File: src/hdl/frs_params.svh
`ifndef FRS_PARAMS_SVH
`define FRS_PARAMS_SVH

// field widths
`define FRS_RETRY_W            3
`define FRS_DELAY_W            3
`define FRS_UNITS_W            8

// retry setting codes
`define FRS_RETRY_NONE         3'h0
`define FRS_RETRY_SIX          3'h6
`define FRS_RETRY_CONT         3'h7

// counts and reset values
`define FRS_ATTEMPT_STEP       3'h1
`define FRS_ATTEMPTS_RST       3'h0
`define FRS_UNITS_RST          8'h00
`define FRS_UNIT_ONE           8'h01
`define FRS_UNIT_STEP          8'h01

`endif

File: src/hdl/frs_pkg.sv
`include "frs_params.svh"

package frs_pkg;

  typedef logic [`FRS_RETRY_W-1:0] frs_retry_t;
  typedef logic [`FRS_DELAY_W-1:0] frs_delay_t;
  typedef logic [`FRS_UNITS_W-1:0] frs_units_t;

  // gray order along idle -> run -> wait -> latch
  typedef enum logic [1:0] {
    frs_st_idle  = 2'h0,
    frs_st_run   = 2'h1,
    frs_st_wait  = 2'h3,
    frs_st_latch = 2'h2
  } frs_state_e;

  // delay code n means 2**n time units
  function automatic frs_units_t frs_delay_units(input frs_delay_t code);
    frs_units_t u;
    u = `FRS_UNIT_ONE << code;
    return u;
  endfunction

  function automatic logic frs_is_continuous(input frs_retry_t setting);
    return setting == `FRS_RETRY_CONT;
  endfunction

endpackage

File: src/hdl/frs_sequencer.sv
`timescale 1ns/1ps
`include "frs_params.svh"

// Notes on behaviour
// - setting zero: no restart, stay off
// - codes one to five give that many attempts
// - all ones retries without any limit
// - attempts used up: latch off until cleared
// - start-to-start spacing from delay field and unit
// - delay code n means 2**n units
// - code six gives six attempts then latch
// - command off or other fault stops retrying

module frs_sequencer (
  input  wire logic                ref_clk,
  input  wire logic                srst,
  input  wire frs_pkg::frs_retry_t retry_setting,
  input  wire frs_pkg::frs_delay_t delay_code,
  input  wire logic                unit_tick,
  input  wire logic                output_cmd_on,
  input  wire logic                fault_shutdown,
  input  wire logic                other_fault_shutdown,
  input  wire logic                fault_clear,
  output wire logic                output_enable,
  output wire logic                retry_wait,
  output wire logic                latched_off,
  output wire logic                attempt_start,
  output wire frs_pkg::frs_retry_t attempts_left
);

  ////////////////////////////////////////////////////////////////////////////
  // state and decode

  frs_pkg::frs_state_e state_r;
  frs_pkg::frs_state_e state_nxt;
  frs_pkg::frs_retry_t attempts_left_r;
  frs_pkg::frs_retry_t attempts_left_nxt;
  logic                output_enable_r;
  logic                retry_wait_r;
  logic                latched_off_r;
  logic                attempt_start_r;

  wire logic continuous;
  wire logic retries_avail;
  wire logic in_idle;
  wire logic in_run;
  wire logic in_wait;
  wire logic fresh_on;
  wire logic reload_cnt;
  wire logic fault_to_wait;
  wire logic attempt_go;
  wire logic timer_start;
  wire logic timer_expired;

  assign in_idle = state_r == frs_pkg::frs_st_idle;
  assign in_run  = state_r == frs_pkg::frs_st_run;
  assign in_wait = state_r == frs_pkg::frs_st_wait;

  assign continuous    = frs_pkg::frs_is_continuous(retry_setting);
  // the count of zero leaves only the latch path open
  assign retries_avail = continuous || attempts_left_r != `FRS_RETRY_NONE;

  assign fresh_on   = in_idle && output_cmd_on;
  assign reload_cnt = fault_clear || fresh_on;

  assign fault_to_wait = in_run && fault_shutdown && !other_fault_shutdown &&
                         output_cmd_on && retries_avail;
  assign attempt_go    = in_wait && timer_expired && !other_fault_shutdown &&
                         output_cmd_on && retries_avail;

  // timer runs from each attempt start; a fault after it ran out rearms it
  assign timer_start = attempt_go || (fault_to_wait && timer_expired);

  ////////////////////////////////////////////////////////////////////////////
  // next state

  always_comb begin
    state_nxt = state_r;
    unique case (state_r)
      frs_pkg::frs_st_idle: begin
        if (output_cmd_on) begin
          state_nxt = frs_pkg::frs_st_run;
        end
      end
      frs_pkg::frs_st_run: begin
        if (other_fault_shutdown) begin
          state_nxt = frs_pkg::frs_st_latch;
        end else if (!output_cmd_on) begin
          state_nxt = frs_pkg::frs_st_idle;
        end else if (fault_shutdown) begin
          state_nxt = retries_avail ? frs_pkg::frs_st_wait :
                                      frs_pkg::frs_st_latch;
        end
      end
      frs_pkg::frs_st_wait: begin
        if (other_fault_shutdown) begin
          state_nxt = frs_pkg::frs_st_latch;
        end else if (!output_cmd_on) begin
          state_nxt = frs_pkg::frs_st_idle;
        end else if (attempt_go) begin
          state_nxt = frs_pkg::frs_st_run;
        end else if (!retries_avail) begin
          state_nxt = frs_pkg::frs_st_latch;
        end
      end
      frs_pkg::frs_st_latch: begin
        // off stays off whatever the command; only a clear releases it
        if (fault_clear && !other_fault_shutdown) begin
          state_nxt = output_cmd_on ? frs_pkg::frs_st_run :
                                      frs_pkg::frs_st_idle;
        end
      end
    endcase
  end

  // reload beats a decrement in the same cycle
  assign attempts_left_nxt =
    reload_cnt ? retry_setting :
    (attempt_go && !continuous) ? attempts_left_r - `FRS_ATTEMPT_STEP :
    attempts_left_r;

  always_ff @(posedge ref_clk) begin
    if (srst) begin
      state_r         <= frs_pkg::frs_st_idle;
      attempts_left_r <= `FRS_ATTEMPTS_RST;
      output_enable_r <= 1'b0;
      retry_wait_r    <= 1'b0;
      latched_off_r   <= 1'b0;
      attempt_start_r <= 1'b0;
    end else begin
      state_r         <= state_nxt;
      attempts_left_r <= attempts_left_nxt;
      output_enable_r <= state_nxt == frs_pkg::frs_st_run;
      retry_wait_r    <= state_nxt == frs_pkg::frs_st_wait;
      latched_off_r   <= state_nxt == frs_pkg::frs_st_latch;
      attempt_start_r <= attempt_go;
    end
  end

  assign output_enable = output_enable_r;
  assign retry_wait    = retry_wait_r;
  assign latched_off   = latched_off_r;
  assign attempt_start = attempt_start_r;
  assign attempts_left = attempts_left_r;

  ////////////////////////////////////////////////////////////////////////////
  // restart spacing timer

  frs_delay_timer u_timer (
    .ref_clk    (ref_clk),
    .srst       (srst),
    .start      (timer_start),
    .delay_code (delay_code),
    .unit_tick  (unit_tick),
    .expired    (timer_expired)
  );

  ////////////////////////////////////////////////////////////////////////////
  // checks

  property p_latch_quiet;
    @(posedge ref_clk) disable iff (srst)
    (latched_off && !fault_clear) |=> (!output_enable && !attempt_start);
  endproperty
  a_latch_quiet: assert property (p_latch_quiet)
    else $error("output restarted while latched off");

  property p_count_down;
    @(posedge ref_clk) disable iff (srst)
    (attempt_go && !continuous && !reload_cnt) |=>
      (attempts_left_r == $past(attempts_left_r) - `FRS_ATTEMPT_STEP && attempt_start);
  endproperty
  a_count_down: assert property (p_count_down)
    else $error("attempt did not use one credit");

  property p_continuous;
    @(posedge ref_clk) disable iff (srst)
    (in_wait && timer_expired && output_cmd_on && !other_fault_shutdown && continuous)
      |=> (output_enable && attempt_start);
  endproperty
  a_continuous: assert property (p_continuous)
    else $error("continuous retry did not restart");

  property p_exhausted;
    @(posedge ref_clk) disable iff (srst)
    (in_run && fault_shutdown && output_cmd_on && !retries_avail) |=>
      (latched_off && !output_enable) ##1 (latched_off || $past(fault_clear));
  endproperty
  a_exhausted: assert property (p_exhausted)
    else $error("no latch after attempts used up");

  property p_rearm;
    @(posedge ref_clk) disable iff (srst)
    attempt_start |-> !timer_expired;
  endproperty
  a_rearm: assert property (p_rearm)
    else $error("spacing timer not running after attempt start");

  property p_wait_timer;
    @(posedge ref_clk) disable iff (srst)
    (in_wait && !timer_expired) |=> (!attempt_start && !output_enable);
  endproperty
  a_wait_timer: assert property (p_wait_timer)
    else $error("restart before delay elapsed");

  property p_six;
    @(posedge ref_clk) disable iff (srst)
    (fault_clear && retry_setting == `FRS_RETRY_SIX) |=> attempts_left_r == `FRS_RETRY_SIX;
  endproperty
  a_six: assert property (p_six)
    else $error("code six not loaded as six attempts");

  property p_cmd_off;
    @(posedge ref_clk) disable iff (srst)
    (!output_cmd_on && !latched_off && !other_fault_shutdown) |=>
      (!output_enable && !retry_wait && !latched_off);
  endproperty
  a_cmd_off: assert property (p_cmd_off)
    else $error("retrying continued after command off");

  property p_other_fault;
    @(posedge ref_clk) disable iff (srst)
    (other_fault_shutdown && !in_idle) |=> (latched_off && !retry_wait);
  endproperty
  a_other_fault: assert property (p_other_fault)
    else $error("other fault did not stop retrying");

  property p_fresh_on;
    @(posedge ref_clk) disable iff (srst)
    fresh_on |=> (output_enable && attempts_left_r == $past(retry_setting));
  endproperty
  a_fresh_on: assert property (p_fresh_on)
    else $error("fresh turn-on did not reload attempts");

  c_retry_run: cover property (@(posedge ref_clk) disable iff (srst)
    attempt_start ##[1:200] fault_shutdown);
  c_latch: cover property (@(posedge ref_clk) disable iff (srst)
    $rose(latched_off) && attempts_left_r == `FRS_RETRY_NONE);
  c_clear: cover property (@(posedge ref_clk) disable iff (srst)
    latched_off && fault_clear ##1 output_enable);
  c_cont: cover property (@(posedge ref_clk) disable iff (srst)
    attempt_start && continuous);

endmodule

File: src/hdl/frs_delay_timer.sv
`timescale 1ns/1ps
`include "frs_params.svh"

module frs_delay_timer (
  input  wire logic                ref_clk,
  input  wire logic                srst,
  input  wire logic                start,
  input  wire frs_pkg::frs_delay_t delay_code,
  input  wire logic                unit_tick,
  output wire logic                expired
);

  frs_pkg::frs_units_t remaining_r;
  frs_pkg::frs_units_t remaining_nxt;
  wire logic           busy;

  assign busy    = remaining_r != `FRS_UNITS_RST;
  assign expired = !busy;

  // a start in a tick cycle reloads; the tick is not counted against it
  assign remaining_nxt = start ? frs_pkg::frs_delay_units(delay_code) :
                         (busy && unit_tick) ? remaining_r - `FRS_UNIT_STEP :
                         remaining_r;

  always_ff @(posedge ref_clk) begin
    if (srst) begin
      remaining_r <= `FRS_UNITS_RST;
    end else begin
      remaining_r <= remaining_nxt;
    end
  end

  ////////////////////////////////////////////////////////////////////////////
  // helper: independent count of ticks since start

  frs_pkg::frs_units_t seen_r;
  frs_pkg::frs_units_t target_r;

  always_ff @(posedge ref_clk) begin
    if (srst) begin
      seen_r   <= `FRS_UNITS_RST;
      target_r <= `FRS_UNITS_RST;
    end else if (start) begin
      seen_r   <= `FRS_UNITS_RST;
      target_r <= frs_pkg::frs_delay_units(delay_code);
    end else if (busy && unit_tick) begin
      seen_r   <= seen_r + `FRS_UNIT_STEP;
    end
  end

  property p_units_exact;
    @(posedge ref_clk) disable iff (srst)
    (busy && !start && unit_tick && remaining_r == `FRS_UNIT_ONE) |=>
      (expired && seen_r == target_r);
  endproperty
  a_units_exact: assert property (p_units_exact)
    else $error("delay expired after wrong number of units");

  property p_start_arms;
    @(posedge ref_clk) disable iff (srst)
    start |=> (!expired && remaining_r == $past(frs_pkg::frs_delay_units(delay_code)));
  endproperty
  a_start_arms: assert property (p_start_arms)
    else $error("delay timer not armed with decoded units");

  c_full_delay: cover property (@(posedge ref_clk) disable iff (srst)
    $rose(expired) && target_r == 8'h80);

endmodule

File: config.mk
export PLATFORM = sky130hd
export DESIGN_NAME = frs_sequencer
export DESIGN_NICKNAME = d
export VERILOG_FILES = /design/src/hdl/frs_pkg.sv /design/src/hdl/frs_sequencer.sv /design/src/hdl/frs_delay_timer.sv
export VERILOG_INCLUDE_DIRS = /design/src /design/src/hdl
export SDC_FILE = /design/constraint.sdc
export NUM_CORES = 1
export LEC_CHECK = 0
export BUFFER_PORTS_ARGS = -buffer_cell sky130_fd_sc_hd__buf_2
export CAP_MARGIN = 0
export CORE_UTILIZATION = 50
export DETAILED_ROUTE_END_ITERATION = 10
export PLACE_DENSITY = 0.73
export SYNTH_ARGS = -nofsm -noshare
export SYNTH_HDL_FRONTEND = slang
export SYNTH_SLANG_ARGS = --single-unit
File: constraint.sdc
create_clock -name ref_clk -period 5.6 [get_ports ref_clk]
set_input_delay 1.68 -clock ref_clk [delete_from_list [all_inputs] [get_ports ref_clk]]
set_output_delay 1.68 -clock ref_clk [all_outputs]
set_load 0.02 [all_outputs]
Word-level counts from Yosys, hierarchy flattened
Index checks and enable logic that the tools add are counted.

Add/subtract/negate cells: 2. Eq/ne operators: 7. Shift-type cells: 1. Multiplexer cells: 16. Reductions and logical operators: 24.

Operators with widths (count): 2-bit two-way mux (9); 8-bit two-way mux (2); 1-bit logical AND (13); 2-bit equality test, second input constant (4); 2-bit one-hot mux with 4 select lines (1); 8-bit nonzero test (1); 1-bit by 3-bit left shift with 8-bit output, first input constant (1); 8-bit by 1-bit subtractor with 8-bit output, second input constant (1); 3-bit two-way mux (2); 2-bit by 1-bit equality test with 1-bit output, second input constant (2); 2-bit nonzero test (2); 3-bit equality test, second input constant (1); 1-bit zero test (3); 1-bit logical OR (3); 3-bit nonzero test (1); 3-bit by 1-bit subtractor with 3-bit output, second input constant (1); 2-bit zero test (1); 1-bit two-way mux (2).

Register bits: 17. Input bits: 13. Output and inout bits: 7. Word-level logic and storage cells: 57.

Longest topological paths before layout
Depth in word-level cells: 11. Depth in mapped cells: 6. Gate-level depth less buffers: 6.

By module
A second synthesis with hierarchy kept.

Cells, all modules: 125. Area, all modules: 1057.3 um^2.

By module, submodules not included: frs_delay_timer (instances 1, cells an instance 71, area each 584.3 um^2, sequential area each 160.2 um^2); frs_sequencer (instances 1, cells an instance 54, area each 473.0 um^2, sequential area each 180.2 um^2).

Worst setup path after synthesis
Ideal clock, no wire load.

Path kind: in2reg. Start point: input output_cmd_on. End point: register u_timer.remaining_r[4]. Setup time: 0.074 ns. Arrival: 2.741 ns. Required time: 5.526 ns. Path slack: 2.785 ns. Stages: 4. Path buffers: 0. Cell sequence: nor4bb_1 -> o211ai_1 -> or4_1 -> a31oi_1.

Cells in the longest elaborated chain, start to end: 5. Elaborated cells on any way between the ends: 8. Those cells by class: mux (1); reduce/logical (7).

Ends and longest elaborated chain: start: declaration (RTL line frs_sequencer.sv:20) `input wire logic output_cmd_on,`; 1-bit logical AND (RTL line frs_sequencer.sv:66) `assign fault_to_wait = in_run && fault_shutdown && !other_fault_shutdown &&`; 1-bit logical AND (RTL line frs_sequencer.sv:67) `output_cmd_on && retries_avail;`; 1-bit logical AND (RTL line frs_sequencer.sv:72) `assign timer_start = attempt_go || (fault_to_wait && timer_expired);`; 1-bit logical OR (*) (RTL line frs_sequencer.sv:72); 8-bit two-way mux or 2-bit nonzero test (tied branches); end signal: assignment (RTL line frs_delay_timer.sv:27) `` remaining_r <= `FRS_UNITS_RST; ``; end signal: assignment (RTL line frs_delay_timer.sv:29) `remaining_r <= remaining_nxt;`; end: declaration (RTL line frs_delay_timer.sv:13) `frs_pkg::frs_units_t remaining_r;`.

Mark *: on every way between the ends. The rest lies on a longest branch, timed or not. A chain may end at the register's enable or synchronous reset.

Final worst setup path
Start point: input unit_tick. End point: register u_timer.remaining_r[5].

Cells in the longest elaborated chain, start to end: 2.

Ends and longest elaborated chain: start: declaration (RTL line frs_sequencer.sv:19) `input wire logic unit_tick,`; 1-bit logical AND (RTL line frs_delay_timer.sv:22) `` (busy && unit_tick) ? remaining_r - `FRS_UNIT_STEP : ``; 2-bit nonzero test (no source line).

No other way between the ends.

==> qor.txt <==
Synth Net Count: 147
NumNets Final: 168
FF-to-FF path depth: 6
Hold depth: 2
Total CTS buffers: 3
Antenna diodes: 0
GRT Util Overall: 23.75%
Clock Pin Slew Worst Setup and Hold Paths: 0.10 ns
Combined area of the multi-input logic cells: 709.4 sq um
Crit path time final: 2.752 ns
Die area: 2397 sq um
Fin. Hold Viols: 0
DR vias/cell: 6.215
Post-DP Area: 1212 sq um
Postcts setup bufs: 0
Worst setup path class: input port to flip-flop
Min-delay worst type: flip-flop to flip-flop
Post-route antenna net violation count: 0
Largest net degree at the start of global routing: 18
Die Y: 48.96 um
Clock Tree Buf Depth: 2
Design area: 1240 sq um
Avg Cell Area, Syn: 8.479 sq um
RSZ-0062 raised after global routing: false
Hold buffer count at CTS: 0
CP max stage cell: or3b_2
Maximum vdd drop: 0.2291 mV
Syn. warnings: 0
Endpoint type of the worst setup path: flip-flop
Cells after synthesis: 130
Max Freq: 363.4 MHz
Detailed-route via count: 1100
WP data required: 5.77 ns
Area contributors post-synth: dfxtp_1 (31%), ha_1 (4.5%), nor3_1 (3.6%)
Area leader, netlist: dfxtp_1
DRT iter0 DRCs: 39
Sink Count: 17
Number of global-route vias before repair: 1015
Synth Flop Type: dfxtp_1
Mapped Area: 1102 sq um
I/O Pins: 20
Synth Register Bits: 17
Storage cell area: 340.3 sq um
DR WL/cell: 14.66 um
Fin Setup TNS: 0 ns
Worst skew pair latency: 0.29 ns
DRT Pass-1 Iters: 4
Starting Density: 54.52%
DRT Wirelength: 2594 um
Max Cap Viol: 0
CP startpoint kind: input port
Fraction of layout cells with a size suffix above 1: 22.00%
Worst-Margin Slew: 0.8920 ns
Worst Path Arrival: 2.92 ns
CP Cell Sequence: buf_2, or3b_2, nor4_1, mux2i_1, o32ai_1
Post-cts repair resize count: 0
Rows: 16
Setup ws final: 2.848 ns
Outcome: completed
Clk Tree Root Cell: clkbuf_4
Yosys cell types: 46
Chip width: 48.96 um
I/O Buffers: 19
Clk_skew: 0.001319 ns
Initial antenna violation count: 0
Most common cell in the netlist: dfxtp_1
Grt total ovfl: 0
DRC viols: 0
Number of setup violations in the final report: 0
CTS tree: yes
Max Slew Vio Count: 0
Pre-CTS setup slack: 2.538 ns
Fillers: 185
Top cells by count, synth: dfxtp_1 (17), nor2_1 (10), inv_1 (9)
Final design utilization: 61.32%
RePlAce Congestion: 0.9182
Fin crit share: 49.14%
Share of flip-flops with an asynchronous set or reset: 0%
Area growth syn-to-layout: 12.49%
Total leakage power: 0.4760 nW
Post-synth top area share: 30.87%
Core Box Area: 2022 sq um
Worst rel slew slack: 40.40%
Number of synthesized flops with an enable pin: 0
Final HPWL from detailed placement: 1956 um
First-pass GRT wire length: 4422 um
Slowest stage delay, CP: 0.50 ns
Worst-path fanout max: 7
Max H-tree Level: 1
Register area share after synthesis: 30.87%
Power Dens Cells: 449.7 nW/um^2
## flip-flops by register name, indices dropped and copies added, names as in the netlist
name                 cells
attempt_start            1
attempts_left            3
output_enable            1
state_r                  2
retry_wait               1
u_timer.remaining_r      8
latched_off              1
## layout by cell type (no fill, tap or decap), types with 3 or more instances in the layout
cell type,n
buf_2,19
dfxtp_1,17
nor2_1,10
inv_1,9
nor3_1,8
a21oi_1,7
nand2_1,5
nand4_1,5
o211ai_1,5
o21ai_0,5
nand3_1,4
ha_1,4
a211o_1,3
a311oi_1,3
nand2b_1,3
nor4_1,3
clkbuf_4,3
## logic make-up after synthesis
| logic type | share of synthesized area, % |
|---|---|
| AND/OR/NAND/NOR | 28.83 |
| AO/OA/AOI/OAI | 28.38 |
| flip-flops | 30.87 |
| buffers and inverters | 4.767 |
| adder cells (fa/ha/maj) | 4.540 |
| multiplexers | 1.816 |
| XOR/XNOR | 0.7947 |
## final cells by class
class | instances | area share (%)
multi-input combinational | 101 | 57.21
sequential | 17 | 27.45
tap | 27 | 2.725
timing repair buffer | 19 | 7.669
clock buffer | 3 | 1.816
inverter | 9 | 2.725
clock inverter | 1 | 0.4036
## path summary, 6_finish.rpt
path | from | endpoint | slack [ns]
max | unit_tick | u_timer.remaining_r[5] | 2.85
min | u_timer.remaining_r[0] | u_timer.remaining_r[0] | 0.56
max reg2reg | u_timer.remaining_r[0] | attempts_left[1] | 3.21
min reg2reg | u_timer.remaining_r[0] | u_timer.remaining_r[0] | 0.56
## layer usage
layer,global-route usage [%],share of wire [%]
met1,30.52,45
met2,38.89,47
met3,4.050,5.6
met4,10.29,2.2
met5,0,0
## stage by stage
step,cells,power [mW],hold slack [ns]
6_report,177,0.5576,0.5582
5_1_grt,177,0.6046,0.6142
4_1_cts,177,0.5552,0.5545
3_5_place_dp,173,0.4866,0.5229
3_3_place_gp,173,0.4846,0.5072
2_1_floorplan,130,0.4246,0.4742
## report_power, final
group | switching (mW) | internal (mW) | total [mW] | leakage, nW
combinational | 0.177 | 0.128 | 0.305 | 0.319
clock | 0.0399 | 0.0266 | 0.0665 | 0.0177
sequential | 0.0388 | 0.148 | 0.186 | 0.139
total | 0.256 | 0.302 | 0.558 | 0.476
## critical path, delay by kind of cell
kind | cells | cell delay [ns]
compound gates | 1 | 0.11
buf+inv | 1 | 0.14
mux | 1 | 0.23
simple gates | 2 | 0.76
Power figures use the tool's default switching activity.
